`src/vitu_consts.svh`:
```
// Offsets, field positions, reset values and timing counts of the interrupt and timer unit.
// Assumes inclusion by bare name; definitions only.
`ifndef VITU_CONSTS_SVH
`define VITU_CONSTS_SVH

// ----------------------------------------------------------------------------
// Register indices (address port)
// ----------------------------------------------------------------------------
`define VITU_ADDR_PENDING  4'h0
`define VITU_ADDR_MASK     4'h1
`define VITU_ADDR_PRIO     4'h2
`define VITU_ADDR_T0_INIT  4'h3
`define VITU_ADDR_T1_INIT  4'h4
`define VITU_ADDR_T0_PRE   4'h5
`define VITU_ADDR_T1_PRE   4'h6
`define VITU_ADDR_TMODE    4'h7
`define VITU_ADDR_T0_COUNT 4'h8
`define VITU_ADDR_T1_COUNT 4'h9

// ----------------------------------------------------------------------------
// Field positions
// ----------------------------------------------------------------------------
`define VITU_MASK_GLOBAL   7
`define VITU_MASK_RAMGUARD 6
`define VITU_PRE_CONT      0
`define VITU_PRE_T1_INT    1
`define VITU_PRE_TIN_MSB   1
`define VITU_TM_LOAD0      0
`define VITU_TM_RUN0       1
`define VITU_TM_LOAD1      2
`define VITU_TM_RUN1       3
`define VITU_TM_CASCADE    4
`define VITU_TM_TIN_LSB    5
`define VITU_TM_TOUT_LSB   6

// ----------------------------------------------------------------------------
// Reset values and fixed figures
// ----------------------------------------------------------------------------
`define VITU_RST_BYTE      8'h00
`define VITU_RESET_VECTOR  16'h000C
`define VITU_VEC_BASE      16'h0000
`define VITU_INT_DIV       2'h3
`define VITU_PUSH_CYC      6'h30
`define VITU_FETCH_CYC     6'h09
`define VITU_FIRST_FETCH   6'h3A

`endif

```
`src/vitu_pkg.sv`:
```
// Types of the interrupt and timer unit.
// Assumes vitu_consts.svh supplies all numeric constants.
package vitu_pkg;

  // Interrupt acknowledge sequence, Gray coded along its path
  typedef enum logic [1:0] {
    VITU_ACK_IDLE  = 2'h0,
    VITU_ACK_PUSH  = 2'h1,
    VITU_ACK_FETCH = 2'h3,
    VITU_ACK_JUMP  = 2'h2
  } vitu_ack_t;

  typedef enum logic [1:0] {
    VITU_SLP_RUN  = 2'h0,
    VITU_SLP_HALT = 2'h1,
    VITU_SLP_STOP = 2'h3
  } vitu_sleep_t;

  // External timer input use
  typedef enum logic [1:0] {
    VITU_TIN_CLOCK   = 2'h0,
    VITU_TIN_GATE    = 2'h1,
    VITU_TIN_NRETRIG = 2'h2,
    VITU_TIN_RETRIG  = 2'h3
  } vitu_tin_t;

endpackage

```
`src/vitu_top.sv`:
```
// Vectored prioritised interrupt logic with two prescaled counter/timers and sleep control.
// Assumes all inputs synchronous to core_clk_in; the CPU sequencer pulses instr_end_in at
// the sample point of each instruction and uses the vector and push strobes driven here.
`timescale 1ns/100ps
`include "vitu_consts.svh"

// ----------------------------------------------------------------------------
// One counter/timer with its prescaler
// ----------------------------------------------------------------------------
module vitu_timer #(
  parameter int PRE_W = 6,
  parameter int CNT_W = 8
) (
  // Clock and reset
  input  wire logic             clk_in,
  input  wire logic             arst_n_in,
  // Control
  input  wire logic             tick_in,
  input  wire logic             load_in,
  input  wire logic             run_in,
  input  wire logic             cont_in,
  input  wire logic [PRE_W-1:0] pre_in,
  input  wire logic [CNT_W-1:0] init_in,
  // Status
  output logic      [CNT_W-1:0] count_out,
  output logic                  done_out,
  output logic                  active_out
);
  logic [PRE_W-1:0] pre_cnt;
  logic             pre_end;
  logic             cnt_end;

  // Zero in the prescaler or counter load stands for the full range
  assign pre_end = (pre_cnt == PRE_W'(1)) || (pre_cnt == '0 && pre_in == PRE_W'(1));
  assign cnt_end = (count_out == CNT_W'(1));

  always_ff @(posedge clk_in or negedge arst_n_in) begin
    if (!arst_n_in) begin
      pre_cnt    <= '0;
      count_out  <= '0;
      active_out <= 1'b0;
      done_out   <= 1'b0;
    end else begin
      done_out <= 1'b0;
      if (load_in) begin
        pre_cnt    <= pre_in;
        count_out  <= init_in;
        active_out <= 1'b1;
      end else if (active_out && run_in && tick_in) begin
        if (pre_end) begin
          pre_cnt <= pre_in;
          if (cnt_end) begin
            done_out <= 1'b1;
            if (cont_in) begin
              count_out <= init_in;
            end else begin
              count_out  <= '0;
              active_out <= 1'b0;
            end
          end else begin
            count_out <= count_out - CNT_W'(1);
          end
        end else begin
          pre_cnt <= pre_cnt - PRE_W'(1);
        end
      end
    end
  end
endmodule // vitu_timer

// Summary of operation
// - Six maskable prioritised requests fed by eight sources.
// - Mask register enables requests together and individually.
// - Programmable priority register picks one of several pending requests.
// - Grant disables interrupts, saves counter and flags, branches through vector.
// - Six 16-bit vectors fill the lowest 12 program bytes.
// - Pending register is readable for polling.
// - Writing one to a pending bit raises that interrupt.
// - Requests sampled at instruction end; requester holds them five periods before.
// - 48 clocks prioritise and push, nine fetch vector, handler at 58.
// - Two 8-bit counters with 6-bit prescalers; second may use external source.
// - Prescale 1 to 64, count 1 to 256; request at both terminal counts.
// - Counters start, stop, continue, or restart from initial value.
// - Counter halts at zero or reloads and continues.
// - Counts readable without disturbance; prescalers not readable.
// - Second timer clock is internal divided by four or external line.
// - Timer mode sets external line as clock, triggers, or gate.
// - Timer output carries first timer, second timer, or internal clock.
// - First timer output may clock the second timer.
// - Clock-gated sleep keeps timers and requests; enabled interrupt wakes.
// - Deep sleep stops clock and oscillator; only reset ends it.
// - Mask bit six enables upper RAM guard.
// - Transmitter completion raises request shared with first timer.
// - Receiver completion raises request shared with first external line.
module vitu_top #(
  parameter int NREQ = 6
) (
  // Clock and reset
  input  wire logic        core_clk_in,
  input  wire logic        arst_n_in,
  // Register port
  input  wire logic [3:0]  reg_addr_in,
  input  wire logic [7:0]  reg_wdata_in,
  input  wire logic        reg_wr_in,
  input  wire logic        reg_rd_in,
  output logic      [7:0]  reg_rdata_out,
  // Request sources
  input  wire logic [3:0]  ext_request_lines_in,
  input  wire logic        rx_done_in,
  input  wire logic        tx_done_in,
  input  wire logic        ext_timer_input_line_in,
  // CPU sequencer
  input  wire logic        instr_end_in,
  input  wire logic        halt_cmd_in,
  input  wire logic        stop_cmd_in,
  output logic             push_state_out,
  output logic             vector_fetch_out,
  output logic      [15:0] vector_addr_out,
  output logic             handler_fetch_out,
  output logic             cpu_clk_en_out,
  output logic             osc_run_out,
  output logic             ram_guard_out,
  // Timer output pin
  output logic             timer_out_pin_out
);
  // --------------------------------------------------------------------------
  // Registers
  // --------------------------------------------------------------------------
  logic [NREQ-1:0] pending;
  logic [7:0]      interrupt_mask_reg;
  logic [2:0]      prio;
  logic [7:0]      t0_init;
  logic [7:0]      t1_init;
  logic [7:0]      t0_pre;
  logic [7:0]      t1_pre;
  logic [7:0]      tmode;
  logic [3:0]      ext_prev;
  logic            tin_prev;
  logic [1:0]      div4;
  logic            int_tick;
  logic            trig_run;
  logic [5:0]      seq_cnt;
  logic [2:0]      grant_idx;
  logic            grant_ok;
  logic [NREQ-1:0] set_req;
  logic [NREQ-1:0] grant_clr;
  logic            sample;
  logic [7:0]      t0_count;
  logic [7:0]      t1_count;
  logic            t0_done;
  logic            t1_done;
  logic            t1_active;
  logic            t1_tick;
  logic            t1_load;
  logic            tin_rise;
  logic            wr_tm;
  vitu_pkg::vitu_ack_t   ack_state;
  vitu_pkg::vitu_sleep_t sleep_state;
  vitu_pkg::vitu_tin_t   tin_mode;

  // Trigger modes take their upper select bit from the spare bit of the first prescaler register
  assign tin_mode = vitu_pkg::vitu_tin_t'({t0_pre[`VITU_PRE_TIN_MSB], tmode[`VITU_TM_TIN_LSB]});
  assign tin_rise = ext_timer_input_line_in & ~tin_prev;
  assign wr_tm    = reg_wr_in && reg_addr_in == `VITU_ADDR_TMODE;

  // --------------------------------------------------------------------------
  // Request sources and pending register
  // --------------------------------------------------------------------------
  always_comb begin
    set_req    = '0;
    set_req[0] = ext_request_lines_in[2] & ~ext_prev[2];
    set_req[1] = ext_request_lines_in[3] & ~ext_prev[3];
    set_req[2] = ext_request_lines_in[1] & ~ext_prev[1];
    set_req[3] = (ext_request_lines_in[0] & ~ext_prev[0]) | rx_done_in;
    set_req[4] = t0_done | tx_done_in;
    set_req[5] = t1_done;
  end

  always_ff @(posedge core_clk_in or negedge arst_n_in) begin
    if (!arst_n_in) begin
      ext_prev <= 4'h0;
      tin_prev <= 1'b0;
    end else begin
      ext_prev <= ext_request_lines_in;
      tin_prev <= ext_timer_input_line_in;
    end
  end

  // Hardware sets win over software or grant clears
  always_ff @(posedge core_clk_in or negedge arst_n_in) begin
    if (!arst_n_in) begin
      pending <= '0;
    end else if (reg_wr_in && reg_addr_in == `VITU_ADDR_PENDING) begin
      pending <= reg_wdata_in[NREQ-1:0] | set_req;
    end else begin
      pending <= (pending & ~grant_clr) | set_req;
    end
  end

  // --------------------------------------------------------------------------
  // Priority selection
  // --------------------------------------------------------------------------
  // Priority register names the request checked first; the rest follow in rotation
  always_comb begin
    logic [NREQ-1:0] live;
    logic [2:0]      idx;
    idx       = 3'h0;
    live      = pending & interrupt_mask_reg[NREQ-1:0];
    grant_idx = 3'h0;
    grant_ok  = 1'b0;
    for (int i = NREQ - 1; i >= 0; i--) begin
      idx = 3'((32'(prio) + i) % NREQ);
      if (live[idx]) begin
        grant_idx = idx;
        grant_ok  = 1'b1;
      end
    end
    grant_ok = grant_ok & interrupt_mask_reg[`VITU_MASK_GLOBAL];
  end

  assign sample    = instr_end_in && grant_ok && ack_state == vitu_pkg::VITU_ACK_IDLE
                     && sleep_state != vitu_pkg::VITU_SLP_STOP;
  assign grant_clr = sample ? NREQ'(1) << grant_idx : '0;

  // --------------------------------------------------------------------------
  // Acknowledge sequence
  // --------------------------------------------------------------------------
  always_ff @(posedge core_clk_in or negedge arst_n_in) begin
    if (!arst_n_in) begin
      ack_state         <= vitu_pkg::VITU_ACK_IDLE;
      seq_cnt           <= 6'h00;
      push_state_out    <= 1'b0;
      vector_fetch_out  <= 1'b0;
      vector_addr_out   <= `VITU_RESET_VECTOR;
      handler_fetch_out <= 1'b0;
    end else begin
      handler_fetch_out <= 1'b0;
      seq_cnt           <= seq_cnt + 6'h01;
      case (ack_state)
        vitu_pkg::VITU_ACK_IDLE: begin
          seq_cnt <= 6'h00;
          if (sample) begin
            ack_state       <= vitu_pkg::VITU_ACK_PUSH;
            push_state_out  <= 1'b1;
            vector_addr_out <= `VITU_VEC_BASE + {12'h000, grant_idx, 1'b0};
          end
        end
        vitu_pkg::VITU_ACK_PUSH: begin
          if (seq_cnt == `VITU_PUSH_CYC - 6'h01) begin
            ack_state        <= vitu_pkg::VITU_ACK_FETCH;
            push_state_out   <= 1'b0;
            vector_fetch_out <= 1'b1;
          end
        end
        vitu_pkg::VITU_ACK_FETCH: begin
          if (seq_cnt == `VITU_PUSH_CYC + `VITU_FETCH_CYC - 6'h01) begin
            ack_state        <= vitu_pkg::VITU_ACK_JUMP;
            vector_fetch_out <= 1'b0;
          end
        end
        vitu_pkg::VITU_ACK_JUMP: begin
          if (seq_cnt == `VITU_FIRST_FETCH - 6'h01) begin
            ack_state         <= vitu_pkg::VITU_ACK_IDLE;
            handler_fetch_out <= 1'b1;
          end
        end
        default: begin
          ack_state <= vitu_pkg::VITU_ACK_IDLE;
        end
      endcase
    end
  end

  // --------------------------------------------------------------------------
  // Software registers
  // --------------------------------------------------------------------------
  always_ff @(posedge core_clk_in or negedge arst_n_in) begin
    if (!arst_n_in) begin
      interrupt_mask_reg <= `VITU_RST_BYTE;
      prio               <= 3'h0;
      t0_init            <= `VITU_RST_BYTE;
      t1_init            <= `VITU_RST_BYTE;
      t0_pre             <= `VITU_RST_BYTE;
      t1_pre             <= `VITU_RST_BYTE;
      tmode              <= `VITU_RST_BYTE;
    end else begin
      if (reg_wr_in) begin
        case (reg_addr_in)
          `VITU_ADDR_MASK:    interrupt_mask_reg <= reg_wdata_in;
          `VITU_ADDR_PRIO:    prio               <= reg_wdata_in[2:0];
          `VITU_ADDR_T0_INIT: t0_init            <= reg_wdata_in;
          `VITU_ADDR_T1_INIT: t1_init            <= reg_wdata_in;
          `VITU_ADDR_T0_PRE:  t0_pre             <= reg_wdata_in;
          `VITU_ADDR_T1_PRE:  t1_pre             <= reg_wdata_in;
          `VITU_ADDR_TMODE:   tmode              <= reg_wdata_in;
          default: begin
          end
        endcase
      end
      // Grant masks further interrupts; it overrides a same-cycle mask write
      if (sample) begin
        interrupt_mask_reg[`VITU_MASK_GLOBAL] <= 1'b0;
      end
    end
  end

  // Counts read live without side effect; prescalers read as zero
  always_ff @(posedge core_clk_in or negedge arst_n_in) begin
    if (!arst_n_in) begin
      reg_rdata_out <= 8'h00;
    end else if (reg_rd_in) begin
      case (reg_addr_in)
        `VITU_ADDR_PENDING:  reg_rdata_out <= {2'h0, pending};
        `VITU_ADDR_MASK:     reg_rdata_out <= interrupt_mask_reg;
        `VITU_ADDR_PRIO:     reg_rdata_out <= {5'h00, prio};
        `VITU_ADDR_T0_INIT:  reg_rdata_out <= t0_init;
        `VITU_ADDR_T1_INIT:  reg_rdata_out <= t1_init;
        `VITU_ADDR_TMODE:    reg_rdata_out <= tmode;
        `VITU_ADDR_T0_COUNT: reg_rdata_out <= t0_count;
        `VITU_ADDR_T1_COUNT: reg_rdata_out <= t1_count;
        default:             reg_rdata_out <= 8'h00;
      endcase
    end else begin
      reg_rdata_out <= 8'h00;
    end
  end

  assign ram_guard_out = interrupt_mask_reg[`VITU_MASK_RAMGUARD];

  // --------------------------------------------------------------------------
  // Timers
  // --------------------------------------------------------------------------
  always_ff @(posedge core_clk_in or negedge arst_n_in) begin
    if (!arst_n_in) begin
      div4     <= 2'h0;
      int_tick <= 1'b0;
    end else if (sleep_state != vitu_pkg::VITU_SLP_STOP) begin
      div4     <= div4 + 2'h1;
      int_tick <= (div4 == `VITU_INT_DIV);
    end else begin
      int_tick <= 1'b0;
    end
  end

  // Trigger modes hold the second timer idle until an edge on the input line
  always_ff @(posedge core_clk_in or negedge arst_n_in) begin
    if (!arst_n_in) begin
      trig_run <= 1'b0;
    end else if (tin_rise) begin
      trig_run <= 1'b1;
    end else if (wr_tm || (t1_done && !t1_pre[`VITU_PRE_CONT])) begin
      trig_run <= 1'b0;
    end
  end

  always_comb begin
    if (tmode[`VITU_TM_CASCADE]) begin
      t1_tick = t0_done;
    end else if (t1_pre[`VITU_PRE_T1_INT]) begin
      t1_tick = int_tick;
    end else begin
      case (tin_mode)
        vitu_pkg::VITU_TIN_CLOCK: t1_tick = tin_rise;
        vitu_pkg::VITU_TIN_GATE:  t1_tick = int_tick & ext_timer_input_line_in;
        default:                  t1_tick = int_tick & trig_run;
      endcase
    end
    t1_load = (wr_tm && reg_wdata_in[`VITU_TM_LOAD1]);
    if (!t1_pre[`VITU_PRE_T1_INT] && tin_rise &&
        (tin_mode == vitu_pkg::VITU_TIN_RETRIG ||
         (tin_mode == vitu_pkg::VITU_TIN_NRETRIG && !trig_run))) begin
      t1_load = 1'b1;
    end
  end

  vitu_timer #(.PRE_W(6), .CNT_W(8)) u_first_timer (
    .clk_in     (core_clk_in),
    .arst_n_in  (arst_n_in),
    .tick_in    (int_tick),
    .load_in    (wr_tm && reg_wdata_in[`VITU_TM_LOAD0]),
    .run_in     (tmode[`VITU_TM_RUN0]),
    .cont_in    (t0_pre[`VITU_PRE_CONT]),
    .pre_in     (t0_pre[7:2]),
    .init_in    (t0_init),
    .count_out  (t0_count),
    .done_out   (t0_done),
    .active_out ()
  );

  vitu_timer #(.PRE_W(6), .CNT_W(8)) u_second_timer (
    .clk_in     (core_clk_in),
    .arst_n_in  (arst_n_in),
    .tick_in    (t1_tick),
    .load_in    (t1_load),
    .run_in     (tmode[`VITU_TM_RUN1]),
    .cont_in    (t1_pre[`VITU_PRE_CONT]),
    .pre_in     (t1_pre[7:2]),
    .init_in    (t1_init),
    .count_out  (t1_count),
    .done_out   (t1_done),
    .active_out (t1_active)
  );

  // Output pin toggles on each terminal count of the selected timer, follows div4[1] in mode 2 and is low in mode 3
  always_ff @(posedge core_clk_in or negedge arst_n_in) begin
    if (!arst_n_in) begin
      timer_out_pin_out <= 1'b0;
    end else begin
      case (tmode[7:6])
        2'h0: timer_out_pin_out <= timer_out_pin_out ^ t0_done;
        2'h1: timer_out_pin_out <= timer_out_pin_out ^ t1_done;
        2'h2: timer_out_pin_out <= div4[1];
        default: timer_out_pin_out <= 1'b0;
      endcase
    end
  end

  // --------------------------------------------------------------------------
  // Sleep control
  // --------------------------------------------------------------------------
  // Sleep commands assume the sequencer already drained the pipeline
  always_ff @(posedge core_clk_in or negedge arst_n_in) begin
    if (!arst_n_in) begin
      sleep_state    <= vitu_pkg::VITU_SLP_RUN;
      cpu_clk_en_out <= 1'b1;
      osc_run_out    <= 1'b1;
    end else begin
      case (sleep_state)
        vitu_pkg::VITU_SLP_RUN: begin
          if (stop_cmd_in) begin
            sleep_state    <= vitu_pkg::VITU_SLP_STOP;
            cpu_clk_en_out <= 1'b0;
            osc_run_out    <= 1'b0;
          end else if (halt_cmd_in) begin
            sleep_state    <= vitu_pkg::VITU_SLP_HALT;
            cpu_clk_en_out <= 1'b0;
          end
        end
        vitu_pkg::VITU_SLP_HALT: begin
          if (grant_ok) begin
            sleep_state    <= vitu_pkg::VITU_SLP_RUN;
            cpu_clk_en_out <= 1'b1;
          end
        end
        vitu_pkg::VITU_SLP_STOP: begin
          sleep_state <= vitu_pkg::VITU_SLP_STOP;
        end
        default: begin
          sleep_state <= vitu_pkg::VITU_SLP_RUN;
        end
      endcase
    end
  end
endmodule // vitu_top

```
`config.mk`:
```
export PLATFORM = sky130hd
export DESIGN_NAME = vitu_top
export DESIGN_NICKNAME = d
export VERILOG_FILES = /design/src/vitu_pkg.sv /design/src/vitu_top.sv
export VERILOG_INCLUDE_DIRS = /design/src
export SDC_FILE = /design/constraint.sdc
export NUM_CORES = 1
export LEC_CHECK = 0
export BUFFER_PORTS_ARGS = -buffer_cell sky130_fd_sc_hd__buf_2
export CORE_MARGIN = 2
export CORE_UTILIZATION = 42
export DETAILED_ROUTE_END_ITERATION = 7
export PLACE_DENSITY = 0.69
export SLEW_MARGIN = 25
export SYNTH_ARGS = -nofsm -noshare
export SYNTH_HDL_FRONTEND = slang
export SYNTH_HIERARCHICAL = 1
export SYNTH_SLANG_ARGS = --single-unit
```
`constraint.sdc`:
```
create_clock -name core_clk_in -period 4.3 [get_ports core_clk_in]
set_clock_uncertainty 0.1 [all_clocks]
set_input_delay 1.075 -clock core_clk_in [delete_from_list [all_inputs] [get_ports core_clk_in]]
set_output_delay 1.075 -clock core_clk_in [all_outputs]
set_load 0.1 [all_outputs]
```
* After elaboration in Yosys (flattened, before gate mapping) *
Cells that the tools add are included.

storage, ports and cells
  register bits = 125
  input bits = 26
  output and inout bits = 31
  logic and storage cells = 274

cells by class
  $add $sub $neg = 11
  div/mod/pow operators = 6
  $lt $le $gt $ge = 6
  eq/ne operators = 38
  shifts and indexed selects = 1
  multiplexer cells = 95
  bitwise operators = 22
  reductions and logical operators = 62

operators by type and width
  operator                                             count
  modulo 32 x 3 -> 32 bit (second input constant)      5
  two-way mux 8 bit                                    13
  one-hot mux 8 bit (8 select lines)                   1
  two-way mux 6 bit                                    9
  two-way mux 1 bit                                    46
  modulo 3 x 3 -> 32 bit (second input constant)       1
  AND reduction 2 bit                                  13
  == test 6 x 1 -> 1 bit (second input constant)       4
  < comparator 3 x 4 -> 1 bit (second input constant)  6
  nonzero test 2 bit                                   12
  binary-select mux 1 bit (select 3 bit)               6
  == test 6 bit (second input constant)                3
  two-way mux 3 bit                                    6
  logical AND 1 bit                                    17
  == test 4 x 3 -> 1 bit (second input constant)       4
  == test 8 x 1 -> 1 bit (second input constant)       2
  subtractor 8 x 1 -> 8 bit (second input constant)    2
  == test 2 bit (second input constant)                7
  two-way mux 2 bit                                    7
  AND 6 bit                                            2
  logical NOT 6 bit                                    2
  != test 2 bit (second input constant)                6
  bitwise OR 6 bit                                     2
  AND reduction 4 bit                                  3
  other kinds (27)                                     62

* Depth between registers and ports, before layout *
Gate-level depths: netlist of run 1.

  word-level depth = 19
  mapped depth = 17
  gate-level depth less buffers = 14

* By module *
The synthesis of run 1 kept the hierarchy.

by module, submodules not included
  module      instances  cells an instance  area an instance (µm²)  seq. area each (µm²)
  vitu_top    1          557                5581.6                  2332.2
  vitu_timer  2          115                1127.3                  400.4

* Worst setup path after synthesis of run 1 *
OpenSTA, ideal clock, no wires.

  kind = reg-to-reg
  from = register prio[1]
  to = register pending[5]
  library setup time = 120 ps
  data arrival time = 3557 ps
  required time = 4080 ps
  path slack = 523 ps
  stages on the path, launching flop included = 15
  path buffers = 0
  period minus slack after synthesis = 3777 ps
  path through = dfrtp_1 inv_1 ha_1 a21oi_1 inv_1 ha_1 nor2b_1 a21o_1 nand3_1 a211oi_2 nor3_1 a2111o_1 o211ai_1 nand4b_1 a31o_2

between the ends
  word-level cells in the longest chain between the ends = 19
  elaborated cells on any way between the ends = 45
  classes of those cells = add/sub: 5; div: 6; shift: 1; mux: 26; bitwise: 4; reduce/logical: 3

RTL lines
  element                                  line             source
  start, declared                          vitu_top.sv:131  logic [2:0] prio;
  start signal, assigned                   vitu_top.sv:290  `VITU_ADDR_PRIO: prio <= reg_wdata_in[2:0];
  adder 3 x 3 -> 4 bit                     vitu_top.sv:212  idx = 3'((32'(prio) + i) % NREQ);
  modulo 32 x 3 -> 32 bit                  vitu_top.sv:212
  binary-select mux 1 bit (select 3 bit)   vitu_top.sv:213  if (live[idx]) begin
  two-way mux 1 bit (implied by the code)  vitu_top.sv:213
  two-way mux 1 bit (6 in series)          vitu_top.sv:213
  AND 1 bit                                vitu_top.sv:218  grant_ok = grant_ok & interrupt_mask_reg[`VITU_MASK_GLOBAL];
  logical AND 1 bit (2 in series)          vitu_top.sv:221  assign sample = instr_end_in && grant_ok && ack_state == vitu_pkg::VITU_ACK_IDLE
  logical AND 1 bit                        vitu_top.sv:222  && sleep_state != vitu_pkg::VITU_SLP_STOP;
  two-way mux 6 bit (*)                    vitu_top.sv:223  assign grant_clr = sample ? NREQ'(1) << grant_idx : '0;
  NOT 6 bit (*)                            vitu_top.sv:196  pending <= (pending & ~grant_clr) | set_req;
  AND 6 bit (*)                            vitu_top.sv:196
  bitwise OR 6 bit (*)                     vitu_top.sv:196
  two-way mux 6 bit (*)                    vitu_top.sv:193  end else if (reg_wr_in && reg_addr_in == `VITU_ADDR_PENDING) begin
  end signal, assigned                     vitu_top.sv:194  pending <= reg_wdata_in[NREQ-1:0] | set_req;
  end signal, assigned                     vitu_top.sv:196
  end, declared                            vitu_top.sv:129  logic [NREQ-1:0] pending;

Mark *: on every way between the ends. The rest lies on a longest branch, timed or not. The select of a mux whose other input is x is not followed.
A chain may end at the register's enable or synchronous reset.

* Final worst setup path of run 1 *
  from = register prio[1]
  to = register pending[0]

The elaborated chain is that of the path after synthesis.

==> results of run 1 <==
## worst paths after layout
kind | start | to | slack (ns) | cells after the start
max in group asynchronous | arst_n_in | u_first_timer/pre_cnt[2] | 2.75 | 2
hold / removal | ext_prev[2] | pending[0] | 0.32 | 1
setup reg to reg | prio[1] | pending[0] | 0.28 | 14
setup / recovery | prio[1] | pending[0] | 0.28 | 14
hold reg to reg | ext_prev[2] | pending[0] | 0.32 | 1
min in group asynchronous | arst_n_in | reg_rdata_out[5] | 0.61 | 1
## power by group
part	switching (mW)	leakage [nW]	internal, mW
combinational	1.22	2.05	0.876
clock	0.571	0.288	0.881
sequential	0.319	1.51	1.44
## placed cells by master (no fill, tap or decap), types with 7 or more instances in the layout
cell type / instances
nand2b_1: 14
nand3_1: 22
o22ai_1: 7
nand3b_1: 7
o211ai_1: 14
a221o_1: 10
nor2_1: 42
a211oi_1: 8
nand2_1: 58
mux2i_1: 17
mux2_2: 55
conb_1: 13
a21o_1: 8
a31oi_1: 11
nor3_1: 27
nor3b_1: 11
o21ai_0: 20
clkbuf_16: 17
o31ai_1: 7
ha_1: 31
o21ai_1: 9
and3_1: 11
nor2b_1: 10
and2_1: 7
a22oi_1: 12
inv_1: 40
buf_4: 17
a21oi_1: 33
dfrtp_1: 121
buf_2: 42
## per-layer routing
metal  GRT usage  share of wire  up-vias
met3     0.03227          0.055       42
met1      0.2910           0.44     3105
met4     0.08947          0.031        0
li1            -              -     3006
met2      0.3331           0.47      232
met5           0              0        -
## kinds of logic after synthesis
kind of cell / Yosys count / share of synthesized area
other: 1 / 0.0004785
muxes: 80 / 0.1180
buffers and inverters: 85 / 0.05061
and+or+nand+nor: 251 / 0.1736
AOI/OAI and AO/OA: 204 / 0.1935
adders and majority gates: 31 / 0.04950
xor gates and xnor gates: 10 / 0.01453
DFF: 125 / 0.3998
## final cells by class
class / count / area (um^2) / share of cell area
multi-input cells: 589 / 4352 / 0.4897
flip-flops and latches: 125 / 3133 / 0.3525
clock buffers: 18 / 439.2 / 0.04942
repair buffers: 60 / 357.8 / 0.04026
well taps: 229 / 286.5 / 0.03224
inverters: 42 / 160.2 / 0.01802
clock inverters: 14 / 158.9 / 0.01788
## metrics by stage
step / utilization / setup slack (ns) / cells
after floorplan: - / 0.5229 / 799
after global placement: 0.4568 / 0.5466 / 1045
after detailed placement: 0.4568 / 0.4013 / 1045
after CTS: 0.4897 / 0.3362 / 1077
after global routing: 0.4897 / 0.01537 / 1077
final: 0.4897 / 0.2781 / 1077
==> metrics, run 1 <==
largest fanout on the critical path 8; First DRT Iteration DRCs 460; fillers around 1700; slew margin rel. 0.4961; Setup CP Type register to register; Post-synth top cells 121 x dfrtp_1, 58 x nand2_1, 55 x mux2_2, 42 x nor2_1, 40 x inv_1; CP top delay family compound AO/OA/AOI/OAI gates; top cells by area, synth dfrtp_1 39%, mux2_2 7.9%, ha_1 4.9%; post-CTS resize count 0; slowest cell on the critical path nor4b_1; post-synth cell types 84; post-route minimum period between 4 and 5 ns; Synth top area share 0.3864; CP Cell Sequence inv_1 > ha_1 > a21oi_1 > inv_1 > ha_1 > nor2b_1 > a21o_1 > nand3_1 > a211oi_2 > nor3b_2 > a31oi_1 > nand4b_1 > nor4b_1 > o22ai_1; CP max stage delay 0.44 ns; clk buf depth 2; startpoint type of the worst setup path register; status finished, final reports clean; CTS buffer count 17; # H-tree levels 4; EDFF count, synth 0; ys async rst share 1.000; final max-slew violation count 0; Reg clk slew, reported paths around 0.060 ns; Pre-antenna DRT Iters 5; layout cell share with drive strength beyond 1 0.2193; PortBufs 43; CTS tree done; via density per instance 5.929; die extent in x around 140 um; global-route wire length before repair 32980 um; synthesized area 7836 um^2; Worst setup EP type register; Std-Cell Rows about 50; Synth Instances roughly 790; most common cell in the netlist dfrtp_1; I/O pin count 57; wire length per cell roughly 19 um; RSZ-0062 raised after global routing false; total gr overflow 0; final worst path period share 0.9353; number of global-route vias before repair 6170; final instance area 8887 um^2; Layout area overhead 13.41%; Remaining DRCs 0; Die Y 140.6 um; Slew @ Worst Pin 0.7454 ns; RD Place Congestion 0.9115; cts hold-fix bufs 0; PwrDens 597.8 nW/um^2; #FFs+latches synth 125; Pleak 3.853 nW; Worst Path Buf+Inv 2; syn avg cell area 9.957 um^2; Routed Antenna Nets 0; VDD IR-drop max 0.3094 mV; GRT Overall Usage 0.2109; Arrival @ worst endpoint around 4.2 ns; Setup TNS 0 ns; fmax 248.6 MHz; Core ar. 18150 um^2; DP Wirelength approximately 15000 um; Seq/Total Area, Yosys 0.3998; ys flop type dfrtp_1; latest clock arrival within the worst-skew pair 0.43 ns; largest net degree at the start of global routing 59; initial antenna violation count 0; antenna fix cells 0; Root Driver clkbuf_16; worst hold path type register to register; total die area roughly 20000 um^2; Synth area leader dfrtp_1; clk sinks 125; Setup Fix Bufs, Post-CTS 0; final WL between 20000 and 25000 um; Setup-failing EPs final 0; Synth Warn # 6; Vias 6385; Initial Util 0.4318; Final Power approximately 5.3 mW; Fin Hold WS 0.3241 ns; Worst EP required 4.49 ns; endpoints failing hold 0; placed instance area 8289 um^2; Post-layout nets 892; Max-Cap Viols 0
Power figures use the tool's default switching activity.
==> inputs of run 2 (changes only) <==
--- a/config.mk
+++ b/config.mk
@@ -6,11 +6,13 @@
 export SDC_FILE = /design/constraint.sdc
 export NUM_CORES = 1
 export LEC_CHECK = 0
+export ABC_AREA = 1
 export BUFFER_PORTS_ARGS = -buffer_cell sky130_fd_sc_hd__buf_2
 export CORE_MARGIN = 2
 export CORE_UTILIZATION = 42
 export DETAILED_ROUTE_END_ITERATION = 7
-export PLACE_DENSITY = 0.69
+export PLACE_DENSITY_LB_ADDON = 0.2
+export SETUP_SLACK_MARGIN = 0.3
 export SLEW_MARGIN = 25
 export SYNTH_ARGS = -nofsm -noshare
 export SYNTH_HDL_FRONTEND = slang
==> run 2 against run 1 <==
Effect of this change:
- combinational power is 12% lower
- setup slack better by 0.51 ns
- register-to-register slack better by 0.51 ns
- cell area is 3.5% lower
- maximum frequency is 15% higher
- sequential share of layout area is 1.3 points higher
- largest cell class unchanged
- clock power is 10% lower
- largest power group unchanged
==> metrics, run 2 <==
fillers 1815 (+6.3%); PwrDens 567.5 nW/um^2 (-5.1%); Synth top area share 0.3975 (+0.01111); startpoint type of the worst setup path register; PortBufs 43 (unchanged); most common cell in the netlist nand2_1; grt met2 use 0.3450 (+0.01190); FF-to-FF setup slack 0.79 ns (+0.51 ns); mux share of post-synthesis cell area 0 (-0.1180); reg-to-reg endpoint pending[1]; global-route wire length before repair 32780 um (-0.61%); met1 GRT Util 0.2907 (-0.0003529); sequential cell fraction of total power 0.352 (+0.021); placed cell count 1315 (+26%); Setup Fix Bufs, Post-CTS 0 (unchanged); R2R Path Start prio[1]; Final Power 4.866 mW (-8.4%); fraction of the mapped netlist area in simple logic gates 0.3229 (+0.1494); Std-Cell Rows 49 (unchanged); fmax 284.9 MHz (+15%); syn avg cell area 7.241 um^2 (-27%); # H-tree levels 4 (unchanged); Layout area overhead 12.57%; RD Place Congestion 0.8895 (-2.4%); cts hold-fix bufs 0 (unchanged); largest fanout on the critical path 11 (+3); latest clock arrival within the worst-skew pair 0.41 ns (-0.02 ns); RSZ-0062 raised after global routing false; Pre-antenna DRT Iters 6 (+1); antenna fix cells 0 (unchanged); clock share of power 0.268 (-0.005); Vias 6776 (+6.1%); post-CTS resize count 0 (unchanged); Int Power 2.849 mW (-11%); First DRT Iteration DRCs 452 (-1.7%); wire length per cell 14.55 um (-22%); Synth Instances 1052 (+34%); Setup CP Type register to register; total gr overflow 0 (unchanged); clk sinks 125 (unchanged); Setup TNS 0 ns (unchanged); total die area 19230 um^2 (-2.7%); Reg clk slew, reported paths 0.06 ns (about the same); CTS buffer count 17 (unchanged); most frequent cells in the layout 337 x nand2_1, 129 x inv_1, 121 x dfrtp_1; fin cells 1346 (+25%); Worst EP required 4.50 ns (about the same); Remaining DRCs 0 (unchanged); final max-slew violation count 0 (unchanged); post-synth cell types 44 (-48%); GRT Overall Usage 0.2133 (+0.002396); clk buf depth 2 (unchanged); Routed Antenna Nets 0 (unchanged); Synth area leader dfrtp_1; endpoints failing hold 0 (unchanged); Max-Cap Viols 0 (unchanged); gr busiest metal met2; slew margin rel. 0.3503 (-0.1457); worst hold path type register to register; synthesized area 7617 um^2 (-2.8%); number of global-route vias before repair 6549 (+6.1%); Initial Util 0.4255 (-0.006316); post-route minimum period 3.510 ns (-0.5122 ns); Root Driver clkbuf_16; Worst setup EP type register; Pleak 4.431 nW (+15%); layout cell share with drive strength beyond 1 0.1083 (-0.1110); Post-Synth Adder-Cell Area 0.05092 (+0.001423); Seq/Total Area, Yosys 0.4113 (+0.01149); Worst R2R Path Depth 19 (+5); initial antenna violation count 0 (unchanged); status finished, final reports clean; final WL 19580 um (-3.1%); Synth Warn # 6 (unchanged); Comb power frac 0.380 (-0.015); most common cell after layout, fill and taps aside nand2_1; Setup-failing EPs final 0 (unchanged); ys flop type dfrtp_1; CTS tree done; Compound-Gate Fraction of Synth Area 0.1086 (-0.08494); die extent in x 138.7 um (-1.4%); Synth Area in XOR/XNOR 0.01725 (+0.002717); switching power 2.017 mW (-4.6%); largest family of logic cells by synthesized area simple AND/OR/NAND/NOR gates; ys async rst share 1.000 (unchanged); #FFs+latches synth 125 (unchanged); Slew @ Worst Pin 0.9709 ns (+0.2255 ns); hold path start vector_addr_out[2]; Post-layout nets 1162 (+30%); Die Y 138.7 um (-1.4%); Switching Fraction 0.4144 (+0.01645); via density per instance 5.034 (-15%); Min-Delay Endpoint vector_addr_out[2]; largest net degree at the start of global routing 93 (+58%); VDD IR-drop max 0.3162 mV (+2.2%); Hold Path Stages 2 (+1); I/O pin count 57 (unchanged); final worst path period share 0.8162 (-0.1191); Core ar. 17900 um^2 (-1.4%); DP Wirelength 14750 um (+0.10%); met3 usage 0.04972 (+0.01745); Arrival @ worst endpoint 3.71 ns (-0.50 ns); EDFF count, synth 0 (unchanged); top cells by area, synth dfrtp_1 40%, nand2_1 17%, inv_1 6.4%; Post-synth top cells 337 x nand2_1, 129 x inv_1, 121 x dfrtp_1, 89 x nor2_1, 87 x nand3_1
## run 2: cell count changes after synthesis, moves of 20 or more
cell,previous run,this run
nand2_1,58,337
inv_1,40,129
nand3_1,22,87
mux2_2,55,0
nor2_1,42,89
o21ai_0,21,66
nor3_1,27,7
## run 2: cells by family after synthesis
kind of cell | Yosys count
AND/OR/NAND/NOR | 574
buffers and inverters | 161
AO/OA/AOI/OAI | 145
flip-flops | 125
adder cells (fa/ha/maj) | 31
XOR/XNOR | 15
other | 1
## run 2: area by class of cell
| cell class | instances | area [um^2] | share of cell area |
|---|---|---|---|
| tap | 229 | 286.5 | 0.03342 |
| inverter | 136 | 510.5 | 0.05954 |
| sequential | 125 | 3133 | 0.3654 |
| clock inverter | 8 | 68.82 | 0.008026 |
| timing repair buffer | 47 | 260.3 | 0.03035 |
| clock buffer | 23 | 457.9 | 0.05341 |
| multi-input combinational | 778 | 3857 | 0.4499 |
## run 2: worst max path at each step
stage | from | end | slack (ns) | cells past startpoint
floorplan | prio[1] | pending[1] | 1.29 | 21
global placement | prio[0] | pending[0] | 0.95 | 19
detailed placement | prio[1] | pending[0] | 0.83 | 19
CTS | prio[1] | pending[0] | 0.83 | 19
global route | prio[1] | pending[1] | 0.39 | 19
finish | prio[1] | pending[1] | 0.79 | 19
## run 2: power by group through the flow
| stage | sequential [mW] | combinational (mW) | clock, mW |
|---|---|---|---|
| 2_1_floorplan | 1.75 | 1.40 | 0 |
| 3_3_place_gp | 1.73 | 1.82 | 0 |
| 3_5_place_dp | 1.73 | 1.84 | 0 |
| 4_1_cts | 1.71 | 1.85 | 1.34 |
| 5_1_grt | 1.75 | 2.15 | 1.39 |
| 6_report | 1.71 | 1.85 | 1.30 |
## run 2: per-stage QoR
step | hold slack, ns | instance area [um^2] | util | setup slack, ns
3_5_place_dp | 0.3541 | 8045 | 0.4494 | 0.8323
3_3_place_gp | 0.3547 | 8045 | 0.4494 | 0.9535
4_1_cts | 0.3629 | 8572 | 0.4788 | 0.8288
6_report | 0.3589 | 8574 | 0.4790 | 0.7902
5_1_grt | 0.3766 | 8574 | 0.4790 | 0.3912
2_1_floorplan | 0.3387 | 7662 | - | 1.286
## run 2: metal layers
metal	up-vias	share of wire
met5	-	0
met4	0	0.012
met3	24	0.062
met2	183	0.46
met1	3122	0.46
li1	3447	-
## run 2: worst max-delay path: stages, from the launching register on
cell and delay, ns:
dfrtp_1 0.55, inv_1 0.26, ha_1 0.33, a21oi_2 0.22
inv_1 0.10, ha_1 0.29, nor2_1 0.13, nand2_2 0.07
nand2_2 0.06, nand3_1 0.10, nand2_2 0.11, nand4_1 0.12
nand2_1 0.16, nor2_1 0.07, o21ai_1 0.13, nand2_1 0.08
a21oi_1 0.23, nand2_1 0.08, o21bai_1 0.14, nand2_1 0.06
==> inputs of run 3 (changes only) <==
==> constraint.sdc (replaced) <==
create_clock -name core_clk_in -period 3.6 [get_ports core_clk_in]
set_clock_uncertainty 0.1 [all_clocks]
set_input_delay 0.9 -clock core_clk_in [delete_from_list [all_inputs] [get_ports core_clk_in]]
set_output_delay 0.9 -clock core_clk_in [all_outputs]
set_load 0.1 [all_outputs]
==> run 3 against run 2 <==
Effect of this change:
- via count is 2.1% higher
- critical path depth rose by 2
- combinational power grew 28%
- core utilization up 1.8 points
- hold slack barely moved
- highest routed layer unchanged
==> metrics, run 3 (same netlist as run 2, synthesis figures left out) <==
status finished, final reports clean; Worst EP required 3.81 ns (-0.69 ns); Post-layout nets 1183 (+1.8%); placed cell count 1326 (+0.84%); wire length per cell 14.93 um (+2.6%); fin util 0.4972 (+0.01824); Worst setup EP type register; antenna fix cells 0 (unchanged); Setup TNS 0 ns (unchanged); CTS buffer count 17 (unchanged); via density per instance 5.057 (+0.45%); final max-slew violation count 0 (unchanged); number of global-route vias before repair 6414 (-2.1%); Arrival @ worst endpoint 3.26 ns (-0.45 ns); most frequent cells in the layout 330 x nand2_1, 126 x inv_1, 118 x dfrtp_1; # H-tree levels 4 (unchanged); final worst path period share 0.8478 (+0.03154); Reg clk slew, reported paths 0.06 ns (about the same); CTS tree done; layout cell share with drive strength beyond 1 0.1493 (+0.04093); Layout area overhead 16.85%; multi-input logic area 3935 um^2 (+2.0%); VDD IR-drop max 0.3454 mV (+9.3%); crit path launch prio[1]; crit path to pending[1]; Worst R2R Path Depth 21 (+2); die extent in x 138.7 um (unchanged); slew margin rel. 0.5397 (+0.1893); First DRT Iteration DRCs 418 (-7.5%); I/O pin count 57 (unchanged); Final Power 6.191 mW (+27%); PwrDens 695.5 nW/um^2 (+23%); GRT Overall Usage 0.2127 (-0.0005541); Slew @ Worst Pin 0.6846 ns (-0.2863 ns); Root Driver clkbuf_16; largest net degree at the start of global routing 51 (-45%); post-route minimum period 3.052 ns (-0.4578 ns); DP Wirelength 15060 um (+2.1%); FF-to-FF setup slack 0.55 ns (-0.24 ns); Pleak 4.561 nW (+2.9%); Std-Cell Rows 49 (unchanged); most common cell after layout, fill and taps aside nand2_1; fmax 327.7 MHz (+15%); fillers 1825 (+0.55%); total gr overflow 0 (unchanged); clk sinks 125 (unchanged); clk buf depth 2 (unchanged); cts hold-fix bufs 0 (unchanged); startpoint type of the worst setup path register; FF+latch area 3137 um^2 (+0.12%); Pre-antenna DRT Iters 5 (-1); initial antenna violation count 0 (unchanged); RD Place Congestion 0.8894 (about the same); largest fanout on the critical path 7 (-4); R2R Path Start prio[1]; Routed Antenna Nets 0 (unchanged); Setup CP Type register to register; Remaining DRCs 0 (unchanged); Core ar. 17900 um^2 (unchanged); reg-to-reg endpoint pending[1]; fin cells 1368 (+1.6%); latest clock arrival within the worst-skew pair 0.42 ns (about the same); RSZ-0062 raised after global routing false; Vias 6918 (+2.1%); worst hold path type register to register; global-route wire length before repair 32730 um (-0.13%); total die area 19230 um^2 (unchanged); Initial Util 0.4255 (unchanged); final WL 20420 um (+4.3%); Max-Cap Viols 0 (unchanged); Setup-failing EPs final 0 (unchanged); endpoints failing hold 0 (unchanged); Die Y 138.7 um (unchanged); PortBufs 43 (unchanged)
run 3: changes by cell type in the layout (fill, tap and decap cells not counted), sizes merged:
cell and delta:
clkbuf -1, buf +21, inv +1, clkinv -4, clkinvlp +3, bufinv +2
run 3: critical path: stages, from the launching register on:
cell and delay [ns]:
dfrtp_2 0.46, buf_4 0.16, ha_2 0.21, a21oi_4 0.15, inv_2 0.06, ha_1 0.28, nor2_1 0.10, nand3_1 0.08
nand2_2 0.09, nand2_1 0.08, nand2_2 0.11, nand2_2 0.05, nand2_1 0.07, nand3_1 0.10, nand2_2 0.08, nor2_2 0.05
nand3_1 0.09, nand2_2 0.10, nor2_4 0.17, nand3_2 0.11, o21bai_1 0.16, nand2_1 0.07
run 3: metrics by stage:
stage                     hold slack [ns]  setup WS (ns)  instance area, um^2
after floorplan                    0.3387         0.5864                 7662
after detailed placement           0.3558         0.2826                 8128
after global placement             0.3565         0.4063                 8128
after global routing               0.3713         0.2730                 8901
after CTS                          0.3648         0.3104                 8740
final                              0.3590         0.5481                 8901
run 3: worst min path at each step:
stage,slack (ns),cells after the start,startpoint,end
after global routing,0.37,2,vector_addr_out[2],vector_addr_out[2]
after detailed placement,0.36,2,vector_addr_out[2],vector_addr_out[2]
after global placement,0.36,2,cpu_clk_en_out,cpu_clk_en_out
after floorplan,0.34,2,u_second_timer/done_out,pending[5]
final,0.36,2,vector_addr_out[2],vector_addr_out[2]
after CTS,0.36,2,vector_addr_out[2],vector_addr_out[2]
run 3: cell type report:
cell class	count	share of cell area
Inverter	136	0.05735
Multi-Input combinational cell	778	0.4421
Clock buffer	22	0.05328
Tap cell	229	0.03219
Sequential cell	125	0.3524
Timing Repair Buffer	68	0.04737
Clock inverter	10	0.01532
run 3: where the power goes:
part           total (mW)  switching, mW  internal (mW)
clock                1.79          0.646           1.14
combinational        2.37           1.56          0.810
sequential           2.03          0.319           1.72
run 3: metal layers:
layer	global-route usage	routed length, um
met1	0.2953	9574
met2	0.3458	9492
met3	0.04006	1066
met4	0.05423	284
met5	0	0
run 3: timing repair:
| action | CTS | global route |
|---|---|---|
| gates cloned | 0 | 0 |
| hold endpoints to repair | 0 | 0 |
| resized for setup | 1 | 28 |
| pin swaps | 0 | 7 |
| setup buffers | 0 | 10 |
| endpoints found under the setup margin | 3 | 15 |
